`src/verilog/bemf_zc_map.vh`:
```
`ifndef BEMF_ZC_MAP_VH
`define BEMF_ZC_MAP_VH
// =====================================================================
// Field widths and reset values
`define BZC_TIMER_W        16
`define BZC_CNT_W          4
`define BZC_CNT_RST        4'h0
`define BZC_OS_W           3
`define BZC_TIMER_RST      16'h0000
// =====================================================================
// Step phase codes
`define BZC_PH_IDLE        2'h0
`define BZC_PH_DEMAG       2'h1
`define BZC_PH_ZC          2'h2
`define BZC_PH_DONE        2'h3
`endif

```
`src/verilog/bzc_events.v`:
```
// Operation
// RL1: Hardware demag event is an edge on selected phase input, polarity from edge/level bits.
// RL2: Hardware demag needs programmable count of consecutive sampled detections.
// RL3: With hardware demag capture on, timer is copied into demag time register.
// RL4: With simulated demag on, timer match with demag time register raises event.
// RL5: With both demag modes on, first of the two is the step's event.
// RL6: Software keeps simulated-only masking time longer than real demagnetization.
// RL7: Any demag event sets demag flag; interrupt requested when its mask set.
// RL8: After commutation, demag register at or below timer fires now and takes timer.
// RL9: Zero-cross sampling starts only after commutation and demag; output group may switch.
// RL10: After zero cross, PWM may switch to a further group before next commutation.
// RL11: Hardware zero cross needs programmable count of consecutive sampled detections.
// RL12: Back-EMF is read only while PWM sits on the sensing group.
// RL13: With hardware zero-cross capture on, timer is copied into zero-cross register.
// RL14: With simulated zero cross on, timer match with zero-cross register raises event.
// RL15: With both zero-cross modes on, first of the two is accepted.
// RL16: Qualified zero cross sets its flag; interrupt requested when its mask set.
// RL17: After demag, zero-cross register at or below timer fires now and takes timer.
// RL18: Without edge protection, current sample at expected level raises zero cross.
// RL19: With edge protection, previous sample must hold the opposite level.
// RL20: No edge protection in Hall mode or for simulated zero crossings.
// RL21: With edge protection, the consecutive-count filter setting is ignored.
// RL22: Count field encodes limit as value plus one, 1 to 16, 1 after reset.
// RL23: Count filter acts on hardware zero crossings only; simulated count is one.
// RL24: Each simulated comparison fires at most once per step, first equal cycle.
`timescale 1ns/10ps
`include "bemf_zc_map.vh"

module bzc_events #(
    parameter TW = `BZC_TIMER_W,
    parameter CW = `BZC_CNT_W
) (
    input  wire          mclk,
    input  wire          sys_rst,
    input  wire          phase_sense_input,
    input  wire          sample_strobe,
    input  wire          pwm_on_sense_group,
    input  wire          sense_group_select,
    input  wire          commutation_event,
    input  wire [TW-1:0] motor_step_timer,
    input  wire          hw_demag_capture_en,
    input  wire          sim_demag_en,
    input  wire          hw_zero_cross_capture_en,
    input  wire          sim_zero_cross_en,
    input  wire          hall_sensor_mode,
    input  wire          zero_cross_edge_protect,
    input  wire          edge_direction_sel,
    input  wire          comparator_edge_polarity,
    input  wire [CW-1:0] demag_count_limit,
    input  wire [CW-1:0] zero_cross_count_limit,
    input  wire [2:0]    output_switch_sel,
    input  wire          demag_irq_mask,
    input  wire          zero_cross_irq_mask,
    input  wire          demag_flag_clear,
    input  wire          zero_cross_flag_clear,
    input  wire          demag_time_wr,
    input  wire          zero_cross_time_wr,
    input  wire [TW-1:0] time_wr_data,
    output reg  [TW-1:0] demag_time_reg,
    output reg  [TW-1:0] zero_cross_time_reg,
    output reg           demag_irq_flag,
    output reg           zero_cross_irq_flag,
    output wire          demag_irq_req,
    output wire          zero_cross_irq_req,
    output reg           demag_event,
    output reg           zero_cross_event,
    output reg  [1:0]    pwm_group_sel,
    output reg  [1:0]    step_phase,
    output reg           comp_sample
);

    // =================================================================
    // Input synchronisers
    reg  [1:0] sense_sync;
    reg  [1:0] strobe_sync;
    reg        strobe_prev;
    reg        prev_sample;
    wire       sample_tick = strobe_sync[1] & ~strobe_prev;

    always @(posedge mclk) begin
        if (sys_rst) begin
            sense_sync  <= 2'b00;
            strobe_sync <= 2'b00;
            strobe_prev <= 1'b0;
        end else begin
            sense_sync  <= {sense_sync[0], phase_sense_input};
            strobe_sync <= {strobe_sync[0], sample_strobe};
            strobe_prev <= strobe_sync[1];
        end
    end

    // =================================================================
    // Expected comparator level after an event of each kind.
    // Demag and zero cross normally see opposite edges unless the
    // direction bit makes them alike.
    wire demag_level = edge_direction_sel ? comparator_edge_polarity
                                          : ~comparator_edge_polarity;
    wire zc_level    = comparator_edge_polarity;

    // =================================================================
    // Shared decodes
    // Comparator sample against the level that an event expects
    function bzc_at_level;
        input sample;
        input level;
        begin
            bzc_at_level = (sample == level);
        end
    endfunction

    // A stored time at or below the timer is already due
    function bzc_due;
        input [TW-1:0] stored;
        input [TW-1:0] timer;
        begin
            bzc_due = (stored <= timer);
        end
    endfunction

    // One step of a consecutive-detection filter; a miss restarts it and
    // the count saturates at the limit so a long level cannot wrap it
    function [CW-1:0] bzc_next_cnt;
        input          hit;
        input [CW-1:0] cnt;
        input [CW-1:0] limit;
        begin
            if (!hit)
                bzc_next_cnt = `BZC_CNT_RST;
            else if (cnt != limit)
                bzc_next_cnt = cnt + 1'b1;
            else
                bzc_next_cnt = cnt;
        end
    endfunction

    // =================================================================
    // Step sequencing
    wire in_demag = (step_phase == `BZC_PH_DEMAG);
    wire in_zc    = (step_phase == `BZC_PH_ZC);
    reg  demag_chk;
    reg  zc_chk;
    reg  [CW-1:0] demag_cnt;
    reg  [CW-1:0] zc_cnt;

    // Demagnetization hardware detection, sampled at the sample tick
    wire demag_hit   = sample_tick & bzc_at_level(sense_sync[1], demag_level); // [RL1]
    wire demag_hw    = in_demag & ~hall_sensor_mode & demag_hit &
                       (demag_cnt == demag_count_limit);                   // [RL2]
    // Simulated demag: match only inside the phase, so once per step
    wire demag_match = in_demag & ~demag_chk & sim_demag_en &
                       (motor_step_timer == demag_time_reg);               // [RL4] [RL24]
    wire demag_late  = in_demag & demag_chk & sim_demag_en &
                       bzc_due(demag_time_reg, motor_step_timer);          // [RL8]
    wire demag_sim   = demag_match | demag_late;
    wire demag_any   = in_demag & (demag_hw | demag_sim);                  // [RL5]

    // Zero-cross hardware detection only while PWM on the sense group, or at any time in Hall mode
    wire zc_window   = in_zc & (hall_sensor_mode |
                       (pwm_on_sense_group == sense_group_select));        // [RL12]
    wire zc_lvl_ok   = sample_tick & bzc_at_level(sense_sync[1], zc_level); // [RL18]
    wire protect_on  = zero_cross_edge_protect & ~hall_sensor_mode;        // [RL20]
    wire zc_edge_ok  = zc_lvl_ok & (prev_sample != sense_sync[1]);         // [RL19]
    wire zc_hw       = zc_window & (protect_on ? zc_edge_ok :              // [RL21]
                       (zc_lvl_ok & (zc_cnt == zero_cross_count_limit)));  // [RL11] [RL22]
    wire zc_match    = in_zc & ~zc_chk & sim_zero_cross_en &
                       (motor_step_timer == zero_cross_time_reg);          // [RL14] [RL24]
    wire zc_late     = in_zc & zc_chk & sim_zero_cross_en &
                       bzc_due(zero_cross_time_reg, motor_step_timer);     // [RL17]
    // Simulated zero cross bypasses filter and protection
    wire zc_sim      = zc_match | zc_late;                                 // [RL23]
    wire zc_any      = zc_hw | zc_sim;                                     // [RL15]

    always @(posedge mclk) begin
        if (sys_rst) begin
            step_phase  <= `BZC_PH_IDLE;
            demag_chk   <= 1'b0;
            zc_chk      <= 1'b0;
            prev_sample <= 1'b0;
            comp_sample <= 1'b0;
        end else begin
            demag_chk <= 1'b0;
            zc_chk    <= 1'b0;
            if (sample_tick) begin
                prev_sample <= sense_sync[1];
                comp_sample <= sense_sync[1];
            end
            if (commutation_event) begin
                // A new commutation always starts a fresh step
                step_phase <= hall_sensor_mode ? `BZC_PH_ZC : `BZC_PH_DEMAG;
                demag_chk  <= ~hall_sensor_mode;                           // [RL8]
                zc_chk     <= hall_sensor_mode;
            end else begin
                case (step_phase)
                    `BZC_PH_DEMAG: begin
                        if (demag_any) begin
                            step_phase <= `BZC_PH_ZC;                      // [RL9]
                            zc_chk     <= 1'b1;                            // [RL17]
                        end
                    end
                    `BZC_PH_ZC: begin
                        if (zc_any)
                            step_phase <= `BZC_PH_DONE;
                    end
                    `BZC_PH_DONE: begin
                        step_phase <= `BZC_PH_DONE;
                    end
                    default: begin
                        step_phase <= `BZC_PH_IDLE;
                    end
                endcase
            end
        end
    end

    // =================================================================
    // Filter counters. Kept apart from the step sequencer so that each
    // counter has a single next value; commutation restarts both and a finished
    // demag restarts the zero-cross one, so stale matches from the last step never
    // shorten the filter of the next one.
    reg  [CW-1:0] next_demag_cnt;
    reg  [CW-1:0] next_zc_cnt;

    always @* begin
        next_demag_cnt = demag_cnt;
        next_zc_cnt    = zc_cnt;
        if (sample_tick && in_demag)
            next_demag_cnt = bzc_next_cnt(bzc_at_level(sense_sync[1], demag_level),
                                          demag_cnt, demag_count_limit);    // [RL2]
        if (sample_tick && zc_window)
            next_zc_cnt = bzc_next_cnt(bzc_at_level(sense_sync[1], zc_level),
                                       zc_cnt, zero_cross_count_limit);     // [RL11]
        if (commutation_event) begin
            next_demag_cnt = `BZC_CNT_RST;
            next_zc_cnt    = `BZC_CNT_RST;
        end else if (demag_any) begin
            next_zc_cnt    = `BZC_CNT_RST;
        end
    end

    always @(posedge mclk) begin
        if (sys_rst) begin
            demag_cnt <= `BZC_CNT_RST;
            zc_cnt    <= `BZC_CNT_RST;
        end else begin
            demag_cnt <= next_demag_cnt;
            zc_cnt    <= next_zc_cnt;
        end
    end

    // =================================================================
    // Time registers: software write, capture, and late-compare overwrite.
    // Hardware capture wins over a same-cycle software write.
    always @(posedge mclk) begin
        if (sys_rst) begin
            demag_time_reg      <= `BZC_TIMER_RST;
            zero_cross_time_reg <= `BZC_TIMER_RST;
        end else begin
            if (demag_any && demag_hw && !demag_sim && hw_demag_capture_en)
                demag_time_reg <= motor_step_timer;                        // [RL3]
            else if (demag_late)
                demag_time_reg <= motor_step_timer;                        // [RL8]
            else if (demag_time_wr)
                demag_time_reg <= time_wr_data;
            if (zc_hw && !zc_sim && hw_zero_cross_capture_en)
                zero_cross_time_reg <= motor_step_timer;                   // [RL13]
            else if (zc_late)
                zero_cross_time_reg <= motor_step_timer;                   // [RL17]
            else if (zero_cross_time_wr)
                zero_cross_time_reg <= time_wr_data;
        end
    end

    // =================================================================
    // Flags, events and output-group selection
    always @(posedge mclk) begin
        if (sys_rst) begin
            demag_irq_flag      <= 1'b0;
            zero_cross_irq_flag <= 1'b0;
            demag_event         <= 1'b0;
            zero_cross_event    <= 1'b0;
            pwm_group_sel       <= 2'b00;
        end else begin
            demag_event      <= demag_any;
            zero_cross_event <= zc_any;
            // Set beats a clear arriving in the same cycle
            if (demag_any)
                demag_irq_flag <= 1'b1;                                    // [RL7]
            else if (demag_flag_clear)
                demag_irq_flag <= 1'b0;
            if (zc_any)
                zero_cross_irq_flag <= 1'b1;                               // [RL16]
            else if (zero_cross_flag_clear)
                zero_cross_irq_flag <= 1'b0;
            if (commutation_event)
                pwm_group_sel <= 2'b00;
            else if (demag_any && output_switch_sel[0])
                pwm_group_sel <= 2'b01;                                    // [RL9]
            else if (zc_any && output_switch_sel[1])
                pwm_group_sel <= 2'b10;                                    // [RL10]
        end
    end

    assign demag_irq_req      = demag_irq_flag & demag_irq_mask;           // [RL7]
    assign zero_cross_irq_req = zero_cross_irq_flag & zero_cross_irq_mask; // [RL16]

endmodule

```
`config.mk`:
```
export PLATFORM = sky130hd
export DESIGN_NAME = bzc_events
export DESIGN_NICKNAME = d
export VERILOG_FILES = /design/src/verilog/bzc_events.v
export VERILOG_INCLUDE_DIRS = /design/src /design/src/verilog
export SDC_FILE = /design/constraint.sdc
export NUM_CORES = 1
export LEC_CHECK = 0
export BUFFER_PORTS_ARGS = -buffer_cell sky130_fd_sc_hd__buf_2
export CAP_MARGIN = 20
export CELL_PAD_IN_SITES_DETAIL_PLACEMENT = 1
export CELL_PAD_IN_SITES_GLOBAL_PLACEMENT = 1
export CORE_MARGIN = 1.5
export CORE_UTILIZATION = 40
export CTS_CLUSTER_SIZE = 10
export DETAILED_ROUTE_END_ITERATION = 12
export PLACE_DENSITY_LB_ADDON = 0.1
export SLEW_MARGIN = 30
export SYNTH_ARGS = -nofsm -noshare
export SYNTH_HDL_FRONTEND = slang
export SYNTH_SLANG_ARGS = --single-unit
export TNS_END_PERCENT = 100
```
`constraint.sdc`:
```
create_clock -name mclk -period 4.95 [get_ports mclk]
set_clock_uncertainty 0.05 [all_clocks]
set_input_delay 0.99 -clock mclk [delete_from_list [all_inputs] [get_ports mclk]]
set_output_delay 0.99 -clock mclk [all_outputs]
set_load 0.05 [all_outputs]
```
== Word level (Yosys, flattened, before mapping) ==
Index checks and enable logic that the tools add are counted.
Operators by class
  add/subtract/negate cells: 2
  magnitude comparators: 2
  eq/ne operators: 17
  mux-type cells: 26
  bitwise logic cells: 37
  reduce and logical (&&, ||, !) cells: 23
Operator list (count)
  16-bit 2-to-1 mux: 6
  16-bit == test: 2
  16-bit <= comparator: 2
  1-bit bitwise AND: 26
  4-bit 2-to-1 mux: 4
  1-bit 2-to-1 mux: 11
  1-bit logical AND: 9
  4-bit by 1-bit adder with 4-bit output, second input constant: 2
  4-bit == test: 2
  2-bit 2-to-1 mux: 4
  4-bit inequality test: 2
  3-bit by 2-bit inequality test with 1-bit output, second input constant: 2
  1-bit inverter: 6
  2-bit case mux with 3 select lines: 1
  2-bit AND reduction: 3
  2-bit nonzero test: 3
  3-bit nonzero test: 2
  3-bit OR reduction: 2
  1-bit OR: 5
  2-bit == test, second input constant: 2
  2-bit by 1-bit inequality test with 1-bit output, second input constant: 2
  2-bit OR reduction: 2
  1-bit == test: 3
  2-bit by 1-bit == test with 1-bit output, second input constant: 1
  other kinds (2): 3
Word-level totals
  flip-flop bits (word level): 56
  bits of input ports: 64

== Depth between registers and ports, before layout ==
  word-level depth: 12
  mapped depth: 10
  depth with buffers taken out: 8

== Worst setup path before layout ==
OpenSTA, ideal clock, no wires.
  path type: input -> register
  start: input motor_step_timer[11]
  end: register zero_cross_time_reg[0]
  setup time: 0.121 ns
  arrival time: 3.140 ns
  setup slack: 1.639 ns
  cell stages on the path: 9
  cell sequence: inv_1 > ha_1 > nand4_1 > or4_1 > or3_1 > a311o_1 > buf_2 > buf_6 > mux2_2
Between the ends
  word-level cells in the longest chain between the ends: 7
  elaborated cells between the ends (all ways): 11
  classes of those cells: 1 x order compare; 1 x eq/ne; 2 x mux; 3 x bitwise; 4 x reduce/logical
RTL lines
  start, declared: RTL line bzc_events.v:40  | input wire [TW-1:0] motor_step_timer,
  16-bit <= comparator or 16-bit == test (tied branches): RTL line bzc_events.v:116, bzc_events.v:166
  1-bit bitwise AND, on equally long branches: RTL line bzc_events.v:167, bzc_events.v:165
  1-bit OR: RTL line bzc_events.v:170  | wire zc_sim = zc_match | zc_late;
  1-bit zero test: RTL line bzc_events.v:264  | if (zc_hw && !zc_sim && hw_zero_cross_capture_en)
  1-bit logical AND (2 in series): RTL line bzc_events.v:264
  3-bit nonzero test (no source line) or 16-bit 2-to-1 mux (tied branches)
  end signal, assigned: RTL line bzc_events.v:265  | zero_cross_time_reg <= motor_step_timer;
  end signal, assigned: RTL line bzc_events.v:267  | zero_cross_time_reg <= motor_step_timer;
  end signal, assigned: RTL line bzc_events.v:269  | zero_cross_time_reg <= time_wr_data;
  end, declared: RTL line bzc_events.v:60  | output reg [TW-1:0] zero_cross_time_reg,
Parallel ways exist; a longest one is shown, timed or not.
A chain may end at the register's enable or synchronous reset.

== Worst setup path after layout ==
  start: input motor_step_timer[14]
  end: register zero_cross_time_reg[7]
The elaborated chain is that of the path after synthesis.

==> metrics.md <==
| Metric | Value |
|---|---|
| Ys Warns | `0` |
| Cell area after layout | `between 4000 and 5000 µm²` |
| Post-synth EDFFs | `0` |
| Total core area | `9150 µm²` |
| Final TNS setup | `0 ns` |
| WP data required | `5.10 ns` |
| Largest net degree at the start of global routing | `44` |
| CP endpoint | `zero_cross_time_reg[7]` |
| CP max FO | `16` |
| Maximum clock insertion buffer count | `2` |
| H-tree depth | `2` |
| Drt wl/cell | `16.6 µm` |
| Synth Register Bits | `56` |
| Syn Inst Count | `402` |
| CP Launch Type | `input pin` |
| Worst path cell trace | `buf_2 -> inv_1 -> ha_1 -> nand4_1 -> or4_1 -> or3_1 -> nor2_1 -> a311o_1 -> buf_4 -> mux2_2` |
| Area Overhead vs Synth | `15.8%` |
| CTS clk-pin slew, worst paths | `0.10 ns` |
| Final hold vios | `0` |
| Worst-skew pair later-pin latency | `~0.31 ns` |
| Post-CTS sizing | `0` |
| CP bufs+invs | `3` |
| Sequential power share | `0.479` |
| Internal | `0.684 mW` |
| Via density | `roughly 5.4` |
| Critical path launch point | `motor_step_timer[14]` |
| Logic pwr share | `0.262` |
| Post-synth cell types | `56` |
| Crit. End Element | `flip-flop` |
| Detail Route Antenna Nets | `0` |
| Post-synth top area share | `0.301` |
| Register area | `1120 µm²` |
| Routed Wire Length | `10100 µm` |
| # diodes | `0` |
| DP Wirelength | `7740 µm` |
| Leak Pwr | `2.02 nW` |
| Reg-to-reg startpoint | `zero_cross_time_reg[14]` |
| Rows | `35` |
| Clock sink total | `56` |
| Area of the multi-input gates | `roughly 2300 µm²` |
| Total Routing Usage GR | `0.212` |
| Post-CTS setup buffer count | `0` |
| Fin crit period | `between 3 and 4 ns` |
| Ys async rst share | `0` |
| Least-Margin Pin Slew | `around 0.89 ns` |
| Total power | `1.02 mW` |
| Final cell count without fillers | `608` |
| Worst Hold Class | `flip-flop to flip-flop` |
| CTS tree | `built` |
| 1st-pass router iterations | `4` |
| Largest stage delay on the critical path | `0.53 ns` |
| Sw power | `~0.34 mW` |
| Area of the mapped netlist | `3720 µm²` |
| # setup viols final | `0` |
| Compound-gate portion of the synthesized area | `0.173` |
| Slowest cell on the critical path | `or4_1` |
| Initial core utilization | `0.407` |
| Root buffer cell | `clkbuf_8` |
| DP Cell Count | `600` |
| Cts bufs inserted | `5` |
| Placed cell areas | `roughly 4200 µm²` |
| IR drop worst, VDD | `0.111 mV` |
| Mean Syn Cell Area | `9.27 µm²` |
| CP top delay family | `simple AND/OR/NAND/NOR gates` |
| Net count after synthesis | `500` |
| Status | `completed` |
| Die area | `9900 µm²` |
| Crit Path Class | `input pin to flip-flop` |
| Hold-fix buffers, CTS | `0` |
| Seq/Total Area, Yosys | `0.301` |
| RSZ-0062 raised after global routing | `no` |
| Post-synth top area cell | `dfxtp_1` |
| Port bufs | `between 100 and 150` |
| Net Sw Frac | `0.329` |
| First-pass GRT wire length | `16700 µm` |
| Worst R2R Setup Slack | `2.19 ns` |
| Reg-to-Reg End | `zero_cross_time_reg[7]` |
| Gr ovfl total | `0` |
| Placer Congestion | `0.766` |
| Residual DRC | `0` |
| R2R depth | `8` |
| Die Ht | `99.5 µm` |
| Synth Area in XOR/XNOR | `0.0349` |
| Hold Path Depth | `1` |
| Fin nets | `594` |
| Cell count along the critical path | `10` |
| Vias in the first global route | `3397` |
| Maxcap violations | `0` |
| Synth Area in Simple Gates | `0.154` |
| Fin crit share | `0.664` |
| Multiplexer share of the synthesized area | `0.145` |
| Headroom to the max-slew limit | `0.403` |
| PwrDens | `236 nW/µm²` |
| Top post-synthesis cells by area | `dfxtp_1 (30%), ha_1 (11%), mux2_2 (9.4%), nor2_1 (5.1%), mux2i_1 (5.1%)` |
| I/O pin count | `107` |
| Clk pwr share | `0.259` |
| Antenna violations before repair | `0` |
| DIE WIDTH | `99.5 µm` |
| Adder-cell share of the synthesized area | `0.114` |
| Fillers | `~1100` |
| Max Transition Viols Final | `0` |
| CP arrival | `approximately 3.4 ns` |
| Ys flop type | `dfxtp_1` |
| Initial DRC count | `79` |
| Fraction of layout instances using a drive strength above 1 | `0.332` |
| Fmax | `0.304 GHz` |
| Main combinational cell family by area after synthesis | `compound AO/OA/AOI/OAI gates` |
| Total number of vias | `3308` |
[power groups by stage]
stage | clock (mW) | combinational, mW | sequential, mW
2_1_floorplan | 0 | 0.134 | 0.557
3_3_place_gp | 0 | 0.260 | 0.498
3_5_place_dp | 0 | 0.269 | 0.499
4_1_cts | 0.279 | 0.270 | 0.489
5_1_grt | 0.292 | 0.294 | 0.492
6_report | 0.264 | 0.267 | 0.488
[cells in the final DEF (no fill, tap or decap), drive strengths merged, types with 12 or more instances in the layout]
cell,count
nor2,51
inv,27
xnor2,12
buf,108
nand2,14
dfxtp,56
mux2,31
mux2i,19
a21oi,19
a211oi,35
ha,34
[through the flow]
step	utilization	hold slack, ns	setup slack [ns]
finish	0.471	0.398	1.66
global route	0.471	0.422	1.54
CTS	0.471	0.408	1.64
detailed placement	0.461	0.386	1.30
global placement	0.461	0.372	1.36
floorplan	-	0.364	1.64
[logic make-up after synthesis]
family,count (synthesis)
AND/OR/NAND/NOR,115
buffers and inverters,48
XOR/XNOR,14
flip-flops,56
AO/OA/AOI/OAI,85
multiplexers,50
adder cells (fa/ha/maj),34
[per-layer routing]
| metal | track usage | vias up | wire (µm) |
|---|---|---|---|
| met3 | 0.0302 | 10 | 305 |
| met4 | 0.0444 | 0 | 119 |
| li1 | - | 1625 | - |
| met2 | 0.399 | 65 | 5310 |
| met1 | 0.254 | 1608 | 4370 |
| met5 | 0 | - | 0 |
[worst reg2reg max path: cells and delay by family (launching register included)]
family / cells / cell delay (ns)
adders and majority gates: 1 / 0.32
buffers and inverters: 1 / 0.28
and+or+nand+nor: 4 / 1.18
muxes: 1 / 0.39
DFF: 1 / 0.34
AOI/OAI and AO/OA: 1 / 0.11
[cells in the mapped netlist (2+ instances only)]
cell	n
o31a_1	2
and2_1	4
a21oi_1	19
nor2b_1	7
inv_1	27
or2_2	2
o21bai_1	2
nor2_1	51
nor3_1	9
mux2i_1	19
mux2_2	31
o21a_1	2
or4_1	2
a22oi_1	2
dfxtp_1	56
o21ai_0	8
buf_2	2
xnor2_1	12
a211oi_1	25
nand2_1	14
a21bo_2	2
nand3_1	4
a211oi_2	10
nand4_1	9
clkbuf_8	4
buf_6	7
clkbuf_1	6
nand2b_1	3
ha_1	34
[final cells by class]
| class | count | area share |
|---|---|---|
| inverter | 27 | 0.0235 |
| sequential | 56 | 0.260 |
| clock buffer | 8 | 0.0209 |
| timing repair buffer | 108 | 0.127 |
| multi-input combinational | 298 | 0.536 |
| tap | 111 | 0.0322 |
[worst min path at each step]
stage                           to      startpoint
CTS                 strobe_sync[1]  strobe_sync[0]
global placement    strobe_sync[1]  strobe_sync[0]
finish              strobe_sync[1]  strobe_sync[0]
global route        strobe_sync[1]  strobe_sync[0]
detailed placement  strobe_sync[1]  strobe_sync[0]
floorplan            sense_sync[1]   sense_sync[0]
Note: power is estimated with default switching activity, not from simulation.
